<file path="src/inc/dbm_pkg.sv">
// Package for the boot mode and axis select block.
// Assumes a 10 MHz system clock and a classic 32-bit Wishbone slave port.
package dbm_pkg;

  // Clock and power-on window
  localparam int CLK_HZ        = 10_000_000;
  localparam int INIT_TIME_MS  = 1000;
  localparam int INIT_CYCLES   = INIT_TIME_MS * (CLK_HZ / 1000);

  // Register byte offsets
  localparam logic [7:0] REG_NV_WORD = 8'h00;
  localparam logic [7:0] REG_STATUS  = 8'h04;
  localparam logic [7:0] REG_LSS_ID  = 8'h08;

  // Values
  localparam logic [15:0] NV_WORD_RST   = 16'h0000;
  localparam logic [15:0] NV_NO_LAUNCH  = 16'h0001;
  localparam logic [7:0]  ID_FALLBACK   = 8'hFF;
  localparam logic [7:0]  ID_NONE       = 8'h00;
  localparam logic [7:0]  LSS_ID_MAX    = 8'h7F;
  localparam logic [3:0]  ROT_ZERO      = 4'h0;

  // Status field positions
  localparam int ST_CANOPEN = 8;
  localparam int ST_UNCONF  = 9;
  localparam int ST_SLAVE   = 10;
  localparam int ST_READY   = 11;
  localparam int ST_RUN     = 12;
  localparam int ST_CAN_EN  = 13;

  // Switch inputs travel together
  typedef struct packed {
    logic       canopen;   // Dip position 6, high when ON
    logic [3:0] rotary;    // Hex rotary position
  } dbm_switch_t;

  typedef enum logic [1:0] {
    DBM_SAMPLE = 2'b00,
    DBM_WAIT   = 2'b01,
    DBM_READY  = 2'b10
  } dbm_state_t;

endpackage : dbm_pkg

</file>
<file path="src/logic/dbm_boot_select.sv">
// Power-on boot mode, CAN protocol and axis identifier selection.
// Assumes switches and hall pins are synchronous and debounced upstream.
//
// Chosen here: register access over Wishbone and the register offsets.
`timescale 1ns/10ps

module dbm_boot_select
  import dbm_pkg::*;
#(
  parameter int INIT_LEN = dbm_pkg::INIT_CYCLES
)(
  input  wire logic              clk,            // 10 MHz clock
  input  wire logic              srst,           // Sync reset, high
  input  wire logic              wb_cyc_i,       // Bus cycle
  input  wire logic              wb_stb_i,       // Bus strobe
  input  wire logic              wb_we_i,        // Write enable
  input  wire logic [7:0]        wb_adr_i,       // Byte address
  input  wire logic [3:0]        wb_sel_i,       // Byte lanes
  input  wire logic [31:0]       wb_dat_i,       // Write data
  output logic      [31:0]       wb_dat_o,       // Read data
  output logic                   wb_ack_o,       // Acknowledge
  input  dbm_pkg::dbm_switch_t   switch_in,      // Dip and rotary
  input  wire logic [2:0]        hall_in,        // Digital halls
  input  wire logic              prog_stored,    // Program in memory
  input  wire logic [15:0]       nv_word_in,     // Saved first word
  input  wire logic [7:0]        nv_lss_id_in,   // Saved id, 0 none
  input  wire logic              motor_supply,   // Motor supply on
  input  wire logic              error_in,       // Drive error
  output logic                   ready_led,      // Ready indicator
  output logic                   can_open_mode,  // CANopen selected
  output logic [7:0]             can_axis_id,    // Active CAN id
  output logic                   can_id_valid,   // CAN exchange allowed
  output logic [7:0]             serial_axis_id, // Serial link id
  output logic                   program_run,    // Launch program
  output logic                   slave_mode,     // Not launching
  output logic [15:0]            nv_word_out,    // Word to persist
  output logic                   lss_store,      // Persist id pulse
  output logic [7:0]             lss_store_id    // Id to persist
);
  import dbm_pkg::*;

  localparam int CW = $clog2(INIT_LEN + 1);

  initial
  begin
    if (INIT_LEN < 2)
      $error("INIT_LEN must be at least 2");
  end

  function automatic logic [7:0] map_id(input logic [3:0] pos);
    map_id = (pos == ROT_ZERO) ? ID_FALLBACK : {4'h0, pos};
  endfunction : map_id

  //////////////////////////////////////////////////////////////////////////
  // Power-on sequencing

  dbm_state_t  state_reg, state_next;
  logic [CW-1:0] cnt_reg;
  dbm_switch_t sw_reg;
  logic        hall_low_reg;
  logic        prog_reg;
  logic        unconf_reg;
  logic [7:0]  lss_id_reg;
  logic [15:0] nv_reg;
  logic        ready_reg;
  logic        run_reg;
  logic        ack_reg;
  logic [31:0] rdat_reg;
  logic        store_reg;

  wire in_sample  = (state_reg == DBM_SAMPLE);
  wire in_wait    = (state_reg == DBM_WAIT);
  wire in_ready   = (state_reg == DBM_READY);
  wire halls_low  = (hall_in == 3'h0);
  wire cnt_done   = (cnt_reg == CW'(INIT_LEN - 1));

  always_comb
  begin
    state_next = state_reg;
    unique case (state_reg)
      DBM_SAMPLE: state_next = DBM_WAIT;
      DBM_WAIT:   if (cnt_done) state_next = DBM_READY;
      DBM_READY:  state_next = DBM_READY;
      default:    state_next = DBM_SAMPLE;
    endcase
  end

  always_ff @(posedge clk)
  begin
    if (srst)
      state_reg <= DBM_SAMPLE;
    else
      state_reg <= state_next;
  end

  always_ff @(posedge clk)
  begin
    if (srst)
      cnt_reg <= '0;
    else if (in_wait && !cnt_done)
      cnt_reg <= cnt_reg + CW'(1);
  end

  always_ff @(posedge clk)
  begin
    if (srst)
      sw_reg <= '0;
    else if (in_sample)
      sw_reg <= switch_in;
  end

  always_ff @(posedge clk)
  begin
    if (srst)
      prog_reg <= 1'b0;
    else if (in_sample)
      prog_reg <= prog_stored;
  end

  always_ff @(posedge clk)
  begin
    if (srst)
      hall_low_reg <= 1'b1;
    else if (!in_ready)
      hall_low_reg <= hall_low_reg & halls_low;
  end

  //////////////////////////////////////////////////////////////////////////
  // Bus decode

  wire bus_req  = wb_cyc_i & wb_stb_i;
  wire wr_take  = bus_req & ack_reg & wb_we_i;
  wire sel_nv   = (wb_adr_i == REG_NV_WORD);
  wire sel_st   = (wb_adr_i == REG_STATUS);
  wire sel_lss  = (wb_adr_i == REG_LSS_ID);
  wire wr_nv    = wr_take & sel_nv;
  wire wr_lss   = wr_take & sel_lss & wb_sel_i[0];
  wire [7:0] lss_new = wb_dat_i[7:0];
  wire lss_ok   = (lss_new != ID_NONE) && (lss_new <= LSS_ID_MAX);
  wire lss_take = wr_lss & unconf_reg & in_ready & lss_ok;

  wire [15:0] nv_merge = {wb_sel_i[1] ? wb_dat_i[15:8] : nv_reg[15:8],
                          wb_sel_i[0] ? wb_dat_i[7:0]  : nv_reg[7:0]};

  always_ff @(posedge clk)
  begin
    if (srst)
      nv_reg <= NV_WORD_RST;
    else if (in_sample)
      nv_reg <= nv_word_in;
    else if (wr_nv)
      nv_reg <= nv_merge;
  end

  //////////////////////////////////////////////////////////////////////////
  // Mode and identifier

  wire canopen   = sw_reg.canopen;
  wire rot_zero  = (sw_reg.rotary == ROT_ZERO);
  wire saved_ok  = (lss_id_reg != ID_NONE);

  always_ff @(posedge clk)
  begin
    if (srst)
      unconf_reg <= 1'b0;
    else if (in_wait && cnt_done)
      unconf_reg <= canopen & rot_zero & !saved_ok;
    else if (lss_take)
      unconf_reg <= 1'b0;
  end

  always_ff @(posedge clk)
  begin
    if (srst)
      lss_id_reg <= ID_NONE;
    else if (in_sample)
      lss_id_reg <= nv_lss_id_in;
    else if (lss_take)
      lss_id_reg <= lss_new;
  end

  always_ff @(posedge clk)
  begin
    if (srst)
      store_reg <= 1'b0;
    else
      store_reg <= lss_take;
  end

  wire [7:0] id_active = (canopen && rot_zero) ? lss_id_reg
                                               : map_id(sw_reg.rotary);

  //////////////////////////////////////////////////////////////////////////
  // Launch decision

  wire prog_valid = prog_reg & (nv_reg != NV_NO_LAUNCH);
  wire launch_ok  = !canopen & prog_valid & !hall_low_reg;

  always_ff @(posedge clk)
  begin
    if (srst)
      run_reg <= 1'b0;
    else
      run_reg <= in_ready & launch_ok & motor_supply;
  end

  // Ready after init, off on error
  always_ff @(posedge clk)
  begin
    if (srst)
      ready_reg <= 1'b0;
    else
      ready_reg <= (in_ready | (in_wait & cnt_done)) & !error_in;
  end

  //////////////////////////////////////////////////////////////////////////
  // Bus answer

  wire [31:0] status_word = {18'h0, can_id_valid, run_reg, ready_reg,
                             !launch_ok, unconf_reg, canopen, can_axis_id};

  wire [31:0] rd_mux = sel_nv  ? {16'h0, nv_reg} :
                       sel_st  ? status_word :
                       sel_lss ? {24'h0, lss_id_reg} : 32'h0;

  always_ff @(posedge clk)
  begin
    if (srst)
      ack_reg <= 1'b0;
    else
      ack_reg <= bus_req & !ack_reg;
  end

  always_ff @(posedge clk)
  begin
    if (srst)
      rdat_reg <= 32'h0;
    else if (bus_req & !ack_reg)
      rdat_reg <= rd_mux;
  end

  //////////////////////////////////////////////////////////////////////////
  // Outputs

  assign wb_ack_o       = ack_reg;
  assign wb_dat_o       = rdat_reg;
  assign ready_led      = ready_reg;
  assign can_open_mode  = canopen;
  assign can_id_valid   = in_ready & !unconf_reg;
  assign can_axis_id    = unconf_reg ? ID_NONE : id_active;
  assign serial_axis_id = unconf_reg ? ID_FALLBACK : id_active;
  assign program_run    = run_reg;
  assign slave_mode     = !launch_ok;
  assign nv_word_out    = nv_reg;
  assign lss_store      = store_reg;
  assign lss_store_id   = lss_id_reg;
endmodule : dbm_boot_select

</file>
<file path="config.mk">
export PLATFORM = sky130hd
export DESIGN_NAME = dbm_boot_select
export DESIGN_NICKNAME = d
export VERILOG_FILES = /design/src/inc/dbm_pkg.sv /design/src/logic/dbm_boot_select.sv
export SDC_FILE = /design/constraint.sdc
export NUM_CORES = 1
export LEC_CHECK = 0
export BUFFER_PORTS_ARGS = -buffer_cell sky130_fd_sc_hd__buf_2
export CORE_UTILIZATION = 30
export CTS_CLUSTER_DIAMETER = 120
export CTS_CLUSTER_SIZE = 8
export DETAILED_ROUTE_END_ITERATION = 8
export PLACE_DENSITY = 0.53
export SYNTH_ARGS = -nofsm -noshare
export SYNTH_HDL_FRONTEND = slang
export SYNTH_SLANG_ARGS = --single-unit
</file>
<file path="constraint.sdc">
create_clock -name clk -period 2.6 [get_ports clk]
set_clock_uncertainty 0.1 [all_clocks]
set_input_delay 0.13 -clock clk [delete_from_list [all_inputs] [get_ports clk]]
set_output_delay 0.13 -clock clk [all_outputs]
set_load 0.02 [all_outputs]
</file>
==> out/qor.csv, run 1 <==
stage,metric,value,unit
run_status,status,finished clean,
clocking,Post-CTS Setup Bufs,0,
sta,fin worst setup slack,0.482,ns
grt,initial antenna violation count,0,
worst_setup_path,CP max FO,6,
clocking,htree depth,3,
finish,Final Cell Area,5400,sq um
worst_setup_path,slowest cell on the critical path,nor4_4,
finish,number of diodes,0,
detailed_routing,Avg WL per Cell,14.5,microns
sta,Fin. Hold Viols,0,
detailed_routing,DR pass1 iterations,5,
logic_synthesis,area of the mapped netlist,4110,sq um
worst_setup_path,CP Capture Type,flop,
detailed_routing,initial drt markers,207,
min_path,class of the worst hold path,in -> reg,
sta,FMAX,472,MHz
die,# IOs,163,
worst_setup_path,crit path kind,reg -> reg,
job,max cap viols,0,
die,Die Span Y,119,microns
clocking,CTS Sinks,78,
die,Die X,119,microns
power,VDD IR max,381,uV
finish,Sequential Area,1560,sq um
grt,Total GRT Usage,0.167,
finish,fillers,1352,
worst_setup_path,"Cell Chain, Critical Path",ha_1 -> nand2_1 -> nor4_4 -> a21oi_4 -> and4_4 -> mux2_4,
sta,Slew headroom,0.468,
logic_synthesis,"Async S/R FF share, synth",0,
logic_synthesis,YS warnings,0,
power,Sequential Power Share,0.343,
finish,Largest register FFs,24,
sta,unrepaired setup endpoints after global routing,false,
power,Combinational Power Share,0.411,
finish,fraction of layout cells with a size suffix above 1,0.285,
grt,GR Overflow Total,0,
clocking,cts bufs inserted,9,
power,sw frac,0.414,
power,Power Density,909,nW/um^2
detailed_routing,Post-DRT Antenna Nets,0,
worst_setup_path,CP Launch Type,flop,
sta,Final period util,0.815,
placed_design,I/O Buffers,128,
clocking,CTS tree,done,
grt,first-pass GRT wire length,19100,microns
placed_design,"Cell Area, Placed",4880,sq um
placed_design,placed wire-length estimate,8680,microns
power,switching pwr,2.03,mW
grt,vias in the first global route,3865,
die,Die Footprint,14200,sq um
placed_design,pre-CTS WS,0.499,ns
sta,final setup violation count,0,
logic_synthesis,Mean Syn Cell Area,8.53,sq um
die,# rows,42,
worst_setup_path,CP required,2.72,ns
clocking,worst-case clock buffer depth,2,
clocking,"CTS clk-pin slew, worst paths",0.06,ns
sta,fin crit period,2.12,ns
detailed_routing,Vias/cell,4.92,
sta,Final TNS setup,0,ns
finish,Final #Nets,715,
power,final total power,4.91,mW
detailed_routing,total vias in the final route,3972,
grt,largest net degree at the start of global routing,40,
finish,area delta synth->final,31.3,%
clocking,Clock Tree Root,clkbuf_16,
power,clock share of power,0.246,
power,Internal,2.88,mW
worst_setup_path,WP data arrival,2.23,ns
logic_synthesis,post-synthesis cell count,482,
die,Starting Density,0.309,
sta,max-slew violation count,0,
logic_synthesis,"Seq/Total Area, Yosys",0.380,
clocking,insertion delay to the later sink of the worst-skew pair,0.34,ns
worst_setup_path,"slowest stage delay, CP",0.46,ns
logic_synthesis,synth unique cells,53,
finish,Multi-input gate area,2280,sq um
logic_synthesis,Main synth FF type,dfxtp_1,
worst_setup_path,Top delay family on crit path,simple AND/OR/NAND/NOR gates,
die,Core Box Area,13300,sq um
sta,Slew @ Worst Pin,0.794,ns
power,Leakage Power,2.40,nW
detailed_routing,Routed WL,11700,microns
logic_synthesis,Seq cells post-synth,78,
sta,worst hold slack,0.0294,ns
worst_setup_path,crit path buf inv count,0,
logic_synthesis,Post-synth EDFFs,0,
detailed_routing,drt drc,0,
placed_design,final RePlAce weighted congestion,0.792,
-- cell type report --
| type | count | share of cell area |
|---|---|---|
| clock buffers | 11 | 0.0449 |
| clock inverters | 5 | 0.00741 |
| inverters | 24 | 0.0167 |
| multi-input cells | 351 | 0.423 |
| flip-flops and latches | 78 | 0.289 |
| well taps | 176 | 0.0408 |
| repair buffers | 163 | 0.178 |
-- logic make-up after synthesis --
family	count (synthesis)	share of synthesized area
AOI/OAI and AO/OA	60	0.110
xor gates and xnor gates	18	0.0383
adders and majority gates	4	0.0122
buffers and inverters	68	0.0794
DFF	78	0.380
muxes	35	0.0910
other	1	0.000912
and+or+nand+nor	218	0.289
-- path summary, 6_finish.rpt --
kind                            cells after the start              end    startpoint  slack, ns
worst min register to register                      2     wb_dat_o[15]  wb_dat_o[15]       0.36
worst max-delay path                                6       cnt_reg[9]    cnt_reg[0]       0.48
worst max register to register                      6       cnt_reg[9]    cnt_reg[0]       0.48
worst min-delay path                                3  nv_word_out[11]  wb_dat_i[11]       0.03
-- worst reg2reg max path: stages, from the launching register on --
cell     delay, ns
dfxtp_1       0.42
ha_1          0.24
nand2_1       0.12
nor4_4        0.46
a21oi_4       0.17
and4_4        0.22
mux2_4        0.28
-- cell usage after synthesis, drive strengths merged, types with 4 or more instances --
cell type  instances  area [sq um]
a2111oi            8          72.6
a211oi            11          82.6
a21oi             12          71.3
a221oi            15           131
a22oi              5          37.5
and3               7          45.1
and4               5          47.6
buf               24           161
clkbuf            20          75.1
dfxtp             78          1560
ha                 4          50.1
inv               24          90.1
mux2              16           184
mux2i             19           190
nand2             12          45.0
nand2b            13          81.3
nand3             15          75.1
nand4             12          90.1
nor2              76           285
nor2b             11          68.8
nor3              32           160
nor3b              8          60.1
nor4              13           109
nor4b              4          41.3
o21ai              6          30.0
xnor2             12           105
xor2               6          52.6
-- metal layers --
metal,up-vias,GRT usage,part of all wire
met1,1865,0.224,0.48
met2,122,0.271,0.46
met4,0,0.0609,0.0095
met5,-,0,0
met3,10,0.0249,0.044
li1,1975,-,-
-- power by group through the flow --
stage          Clock [mW]  Sequential (mW)  Combinational [mW]
6_report             1.21             1.69                2.02
5_1_grt              1.28             1.71                2.22
4_1_cts              1.25             1.68                2.02
3_5_place_dp            0             1.71                1.99
3_3_place_gp            0             1.71                1.97
2_1_floorplan           0             1.82                1.19
-- cells in the final DEF, fill, tap and decap left out, drive strengths merged, types with 8 or more instances in the layout --
cell           n
mux2i         19
dfxtp         78
nand3         15
nor3b          8
nor2b         11
nand2b        13
nor3          32
nand2         12
conb          16
nor2          76
a21oi         12
inv           27
clkbuf        11
a211oi        11
nor4          13
a221oi        15
buf          139
a2111oi        8
xnor2         12
dlygate4sd3   24
nand4         12
mux2          16
-- through the flow --
stage	std cells	utilization
after floorplan	497	-
after global placement	768	0.367
after detailed placement	768	0.367
after CTS	808	0.406
after global routing	808	0.406
final	808	0.406
-- repair_timing --
action,CTS,global route
endpoints found under the hold margin,24,0
hold buffers,24,0
gates resized for setup,0,0
Note: power is estimated with default switching activity, not from simulation.
==> run 2: changes to the inputs <==
PLACE_DENSITY = 0.55   (was 0.53)
clock period = 1.8 ns   (was 2.6 ns; I/O delays follow)
==> run 2 against run 1 <==
The run now ends with negative setup slack left. Critical endpoint is now lss_store_id[3]. Sequential cell count stayed put. Highest routed layer unchanged. Via count is 11% higher. First-iteration DRC count is 8.7% lower. Combinational power is 93% higher. Critical path depth is 1 higher. Setup slack worse by 0.56 ns. Largest power group unchanged. Power is 67% higher. Non-clock buffer count is 75 higher.
==> out/qor.csv, run 2 (same netlist as run 1, synthesis figures left out) <==
stage,metric,value,unit
run_status,status,finished with violations,
run_status,failing checks,negative setup slack,
sta,final setup violation count,9,
detailed_routing,Avg WL per Cell,14.9,microns
sta,unrepaired setup endpoints after global routing,true,
detailed_routing,Routed WL,13200,microns
detailed_routing,Vias/cell,4.97,
power,switching pwr,3.23,mW
clocking,cts bufs inserted,9,
die,# IOs,163,
worst_setup_path,WP data arrival,2.01,ns
worst_setup_path,crit path kind,reg -> reg,
detailed_routing,DR pass1 iterations,4,
worst_setup_path,"Cell Chain, Critical Path",inv_2 -> ha_4 -> nor4bb_4 -> nand4_1 -> a211o_4 -> a221oi_2 -> nor3_1,
worst_setup_path,slowest cell on the critical path,a211o_4,
power,Sequential Power Share,0.300,
power,Power Density,1270,nW/um^2
sta,Slew headroom,0.544,
finish,Final Cell Area,6470,sq um
grt,initial antenna violation count,0,
finish,area delta synth->final,57.2,%
finish,Final #Nets,791,
detailed_routing,initial drt markers,189,
grt,Total GRT Usage,0.189,
placed_design,placed wire-length estimate,9500,microns
sta,max-slew violation count,0,
finish,"commonest non-fill, non-tap cell in the layout",buf_2,
grt,first-pass GRT wire length,21100,microns
placed_design,placed cell count,824,
placed_design,I/O Buffers,128,
die,Core Box Area,13300,sq um
die,# rows,42,
sta,Final period util,1.04,
min_path,class of the worst hold path,in -> reg,
finish,"commonest cells after routing, fill and taps aside","buf_2 (114), buf_4 (78), nor2_1 (71)",
power,sw frac,0.393,
placed_design,"Cell Area, Placed",5400,sq um
min_path,Hold Path Depth,3,
power,clock share of power,0.226,
detailed_routing,drt drc,0,
worst_setup_path,worst reg2reg path endpoint,lss_store_id[3],
worst_setup_path,CP Capture Type,flop,
sta,Fin. Hold Viols,0,
grt,vias in the first global route,4311,
sta,Slew @ Worst Pin,0.684,ns
die,Die Span Y,119,microns
clocking,Clock Tree Root,clkbuf_16,
clocking,"CTS clk-pin slew, worst paths",0.06,ns
power,VDD IR max,602,uV
finish,fraction of layout cells with a size suffix above 1,0.424,
worst_setup_path,"slowest stage delay, CP",0.39,ns
power,Internal,4.98,mW
clocking,CTS tree,done,
grt,largest net degree at the start of global routing,39,
worst_setup_path,CP required,1.93,ns
min_path,WHS Endpoint,nv_word_out[13],
worst_setup_path,"reg-to-reg slack, setup",-0.08,ns
sta,FMAX,532,MHz
finish,Largest register FFs,24,
worst_setup_path,worst r2r src,state_reg[0],
sta,fin crit period,1.88,ns
clocking,worst-case clock buffer depth,2,
grt,GR Overflow Total,0,
clocking,insertion delay to the later sink of the worst-skew pair,0.34,ns
die,Die Footprint,14200,sq um
finish,number of diodes,0,
worst_setup_path,CP max FO,5,
die,Die X,119,microns
placed_design,final RePlAce weighted congestion,0.790,
finish,Final Non-Filler Cells,884,
detailed_routing,total vias in the final route,4391,
power,Combinational Power Share,0.474,
finish,fillers,1282,
clocking,CTS Sinks,78,
min_path,Hold Startpoint,wb_dat_i[13],
power,Leakage Power,2.96,nW
placed_design,pre-CTS WS,-0.164,ns
worst_setup_path,CP Launch Type,flop,
detailed_routing,Post-DRT Antenna Nets,0,
job,max cap viols,0,
sta,fin worst setup slack,-0.0805,ns
clocking,htree depth,3,
die,Starting Density,0.309,
worst_setup_path,FF-to-FF path depth,7,
==> run 2: how the worst max path moves through the flow <==
stage,slack [ns],startpoint,depth (start not counted),endpoint
after global routing,-0.14,state_reg[0],7,lss_store_id[1]
after CTS,-0.07,state_reg[0],7,lss_store_id[3]
after global placement,-0.09,state_reg[0],7,lss_store_id[3]
after detailed placement,-0.16,state_reg[0],7,lss_store_id[3]
final,-0.08,state_reg[0],7,lss_store_id[3]
after floorplan,-0.04,state_reg[1],8,cnt_reg[23]
==> run 2: layout make-up <==
type | instances | area (sq um) | share of cell area
Inverter | 24 | 92.6 | 0.0143
Clock buffer | 13 | 260 | 0.0402
Tap cell | 176 | 220 | 0.0341
Timing Repair Buffer | 238 | 1660 | 0.257
Multi-Input combinational cell | 352 | 2610 | 0.403
Clock inverter | 3 | 42.5 | 0.00658
Sequential cell | 78 | 1580 | 0.245
==> run 2: through the flow <==
step | total power [mW] | utilization | TNS, ns | hold slack, ns
3_5_place_dp | 5.74 | 0.406 | -1.13 | 0.169
5_1_grt | 8.65 | 0.486 | -1.37 | 0.0161
2_1_floorplan | 4.43 | - | -0.116 | 0.0628
6_report | 8.21 | 0.486 | -0.382 | 0.00139
4_1_cts | 7.90 | 0.468 | -0.336 | 0.00236
3_3_place_gp | 5.68 | 0.406 | -0.615 | 0.169
==> run 2: power by group through the flow <==
stage / clock network [mW] / registers [mW] / logic (mW)
final: 1.86 / 2.46 / 3.89
after CTS: 1.90 / 2.42 / 3.58
after global placement: 0 / 2.41 / 3.27
after global routing: 1.97 / 2.50 / 4.18
after floorplan: 0 / 2.66 / 1.77
after detailed placement: 0 / 2.42 / 3.32
==> run 2: layer usage <==
layer  track usage  up-vias  wire length (microns)
met5             0        -                      0
li1              -     2147                      -
met2         0.318      129                   6300
met3        0.0287       25                    579
met4         0.103        0                    335
met1         0.229     2090                   5950
==> run 2: timing repair <==
item                                    in CTS  in global routing
buffers inserted                             3                  6
gates cloned                                 1                  0
hold buffers                                36                  0
hold endpoints to repair                    29                  0
endpoints found under the setup margin      19                 41
pin swaps                                    8                 21
resized for setup                           33                 59
==> run 2: worst max-delay path, delay by kind of cell (launching register included) <==
family	cells	cell delay (ns)
adder cells (fa/ha/maj)	1	0.13
AO/OA/AOI/OAI	2	0.64
buffers and inverters	1	0.07
AND/OR/NAND/NOR	3	0.52
flip-flops	1	0.32
==> run 3: changes to the inputs <==
SKIP_LAST_GASP = 1   (was default)
==> run 3 against run 2 <==
The flow still finishes with violations (negative setup slack). Cell area shrank 0.60%. Highest routed layer unchanged. Critical endpoint unchanged. Maximum frequency about the same. Routed wire length down 0.18%. Largest cell class unchanged. Critical path type unchanged.
==> out/qor.csv, run 3 (same netlist as run 1, synthesis figures left out) <==
stage,metric,value,unit
run_status,status,finished with violations,
run_status,failing checks,negative setup slack,
grt,Total GRT Usage,0.188,
power,Leakage Power,2.95,nW
clocking,Clock Tree Root,clkbuf_16,
power,sw frac,0.394,
power,final total power,8.12,mW
power,Combinational Power Share,0.468,
detailed_routing,Routed WL,13100,microns
sta,Final period util,1.05,
placed_design,final RePlAce weighted congestion,0.790,
clocking,cts bufs inserted,9,
grt,"Most Used Layer, Global Route",met2,
finish,"commonest cells after routing, fill and taps aside","buf_2 (117), buf_4 (78), nor2_1 (72)",
sta,unrepaired setup endpoints after global routing,true,
clocking,CTS Sinks,78,
worst_setup_path,WP data arrival,2.01,ns
worst_setup_path,"Cell Chain, Critical Path",inv_2 -> ha_4 -> nor4bb_4 -> nand4_1 -> a211o_4 -> a221oi_2 -> nor3_1,
power,Power Density,1260,nW/um^2
worst_setup_path,slowest cell on the critical path,a211o_4,
sta,final setup violation count,10,
die,Die X,119,microns
power,Sequential Power Share,0.303,
sta,Slew headroom,0.542,
worst_setup_path,CP required,1.93,ns
worst_setup_path,crit path kind,reg -> reg,
finish,Final #Nets,792,
detailed_routing,DR pass1 iterations,4,
finish,number of diodes,0,
detailed_routing,total vias in the final route,4354,
worst_setup_path,crit path buf inv count,1,
clocking,CTS tree,done,
die,Core Box Area,13300,sq um
power,clock share of power,0.230,
worst_setup_path,CP Launch Type,flop,
die,Die Span Y,119,microns
clocking,insertion delay to the later sink of the worst-skew pair,0.35,ns
detailed_routing,Vias/cell,4.92,
clocking,htree depth,3,
finish,fraction of layout cells with a size suffix above 1,0.416,
grt,GR Util met3,0.0283,
sta,Slew @ Worst Pin,0.687,ns
power,VDD IR max,603,uV
power,Internal,4.92,mW
grt,largest net degree at the start of global routing,39,
finish,Final Cell Area,6430,sq um
sta,fin worst setup slack,-0.0817,ns
die,Starting Density,0.309,
sta,worst hold slack,0.000790,ns
detailed_routing,initial drt markers,134,
clocking,worst-case clock buffer depth,2,
worst_setup_path,CP Capture Type,flop,
sta,fin crit period,1.88,ns
grt,initial antenna violation count,0,
die,Die Footprint,14200,sq um
sta,Fin. Hold Viols,0,
worst_setup_path,CP max FO,5,
finish,Finished Core Util,0.483,
placed_design,placed wire-length estimate,9500,microns
detailed_routing,drt drc,0,
detailed_routing,Avg WL per Cell,14.8,microns
grt,met2 track demand over resource,0.316,
grt,first-pass GRT wire length,21000,microns
placed_design,I/O Buffers,128,
power,switching pwr,3.19,mW
worst_setup_path,"slowest stage delay, CP",0.39,ns
die,# rows,42,
min_path,class of the worst hold path,in -> reg,
finish,"commonest non-fill, non-tap cell in the layout",buf_2,
sta,FMAX,531,MHz
finish,Largest register FFs,24,
placed_design,"Cell Area, Placed",5400,sq um
grt,GR Overflow Total,0,
grt,grt met1 use,0.229,
worst_setup_path,Top delay family on crit path,compound AO/OA/AOI/OAI gates,
finish,area delta synth->final,56.3,%
detailed_routing,Post-DRT Antenna Nets,0,
clocking,"CTS clk-pin slew, worst paths",0.06,ns
die,# IOs,163,
job,max cap viols,0,
sta,max-slew violation count,0,
grt,vias in the first global route,4295,
-- run 3: metrics by stage --
stage | cells | worst slack, ns | TNS [ns]
6_report | 885 | -0.0817 | -0.409
5_1_grt | 885 | -0.141 | -1.46
4_1_cts | 880 | -0.0725 | -0.439
3_5_place_dp | 824 | -0.164 | -1.13
3_3_place_gp | 824 | -0.0901 | -0.615
2_1_floorplan | 497 | -0.0405 | -0.116
-- run 3: layout make-up --
type,count,area [sq um]
fill,1285,6870
tap,176,220
clock inverter,3,42.5
sequential,78,1580
inverter,24,92.6
clock buffer,13,260
multi-input combinational,352,2580
timing repair buffer,239,1650
-- run 3: worst paths after layout --
path,from,endpoint,slack (ns),cells past startpoint
max,state_reg[0],lss_store_id[3],-0.08,7
min,wb_dat_i[13],nv_word_out[13],0.0008,3
max reg2reg,state_reg[0],lss_store_id[3],-0.08,7
min reg2reg,wb_dat_o[15],wb_dat_o[15],0.37,2
-- run 3: power groups by stage --
stage	combinational (mW)	clock [mW]	sequential, mW
floorplan	1.77	0	2.66
global placement	3.27	0	2.41
detailed placement	3.32	0	2.42
CTS	3.51	1.90	2.42
global route	4.09	1.97	2.49
finish	3.79	1.87	2.46
-- run 3: layer usage --
layer	vias up	routed length, microns
li1	2146	-
met1	2062	6050
met2	124	6220
met3	22	553
met4	0	312
met5	-	0
-- run 3: what timing repair did --
| item | CTS | global route |
|---|---|---|
| endpoints found under the hold margin | 29 | 0 |
| hold buffers | 36 | 0 |
| resized for setup | 22 | 55 |
| endpoints found under the setup margin | 19 | 41 |
| pin swaps | 8 | 22 |
| buffers inserted | 3 | 6 |
| gates cloned | 1 | 0 |
-- run 3: worst reg2reg max path, stage by stage, from the launching register on --
cell and delay, ns:
dfxtp_2 0.32, inv_2 0.07, ha_4 0.13, nor4bb_4 0.18
nand4_1 0.26, a211o_4 0.39, a221oi_2 0.25, nor3_1 0.07
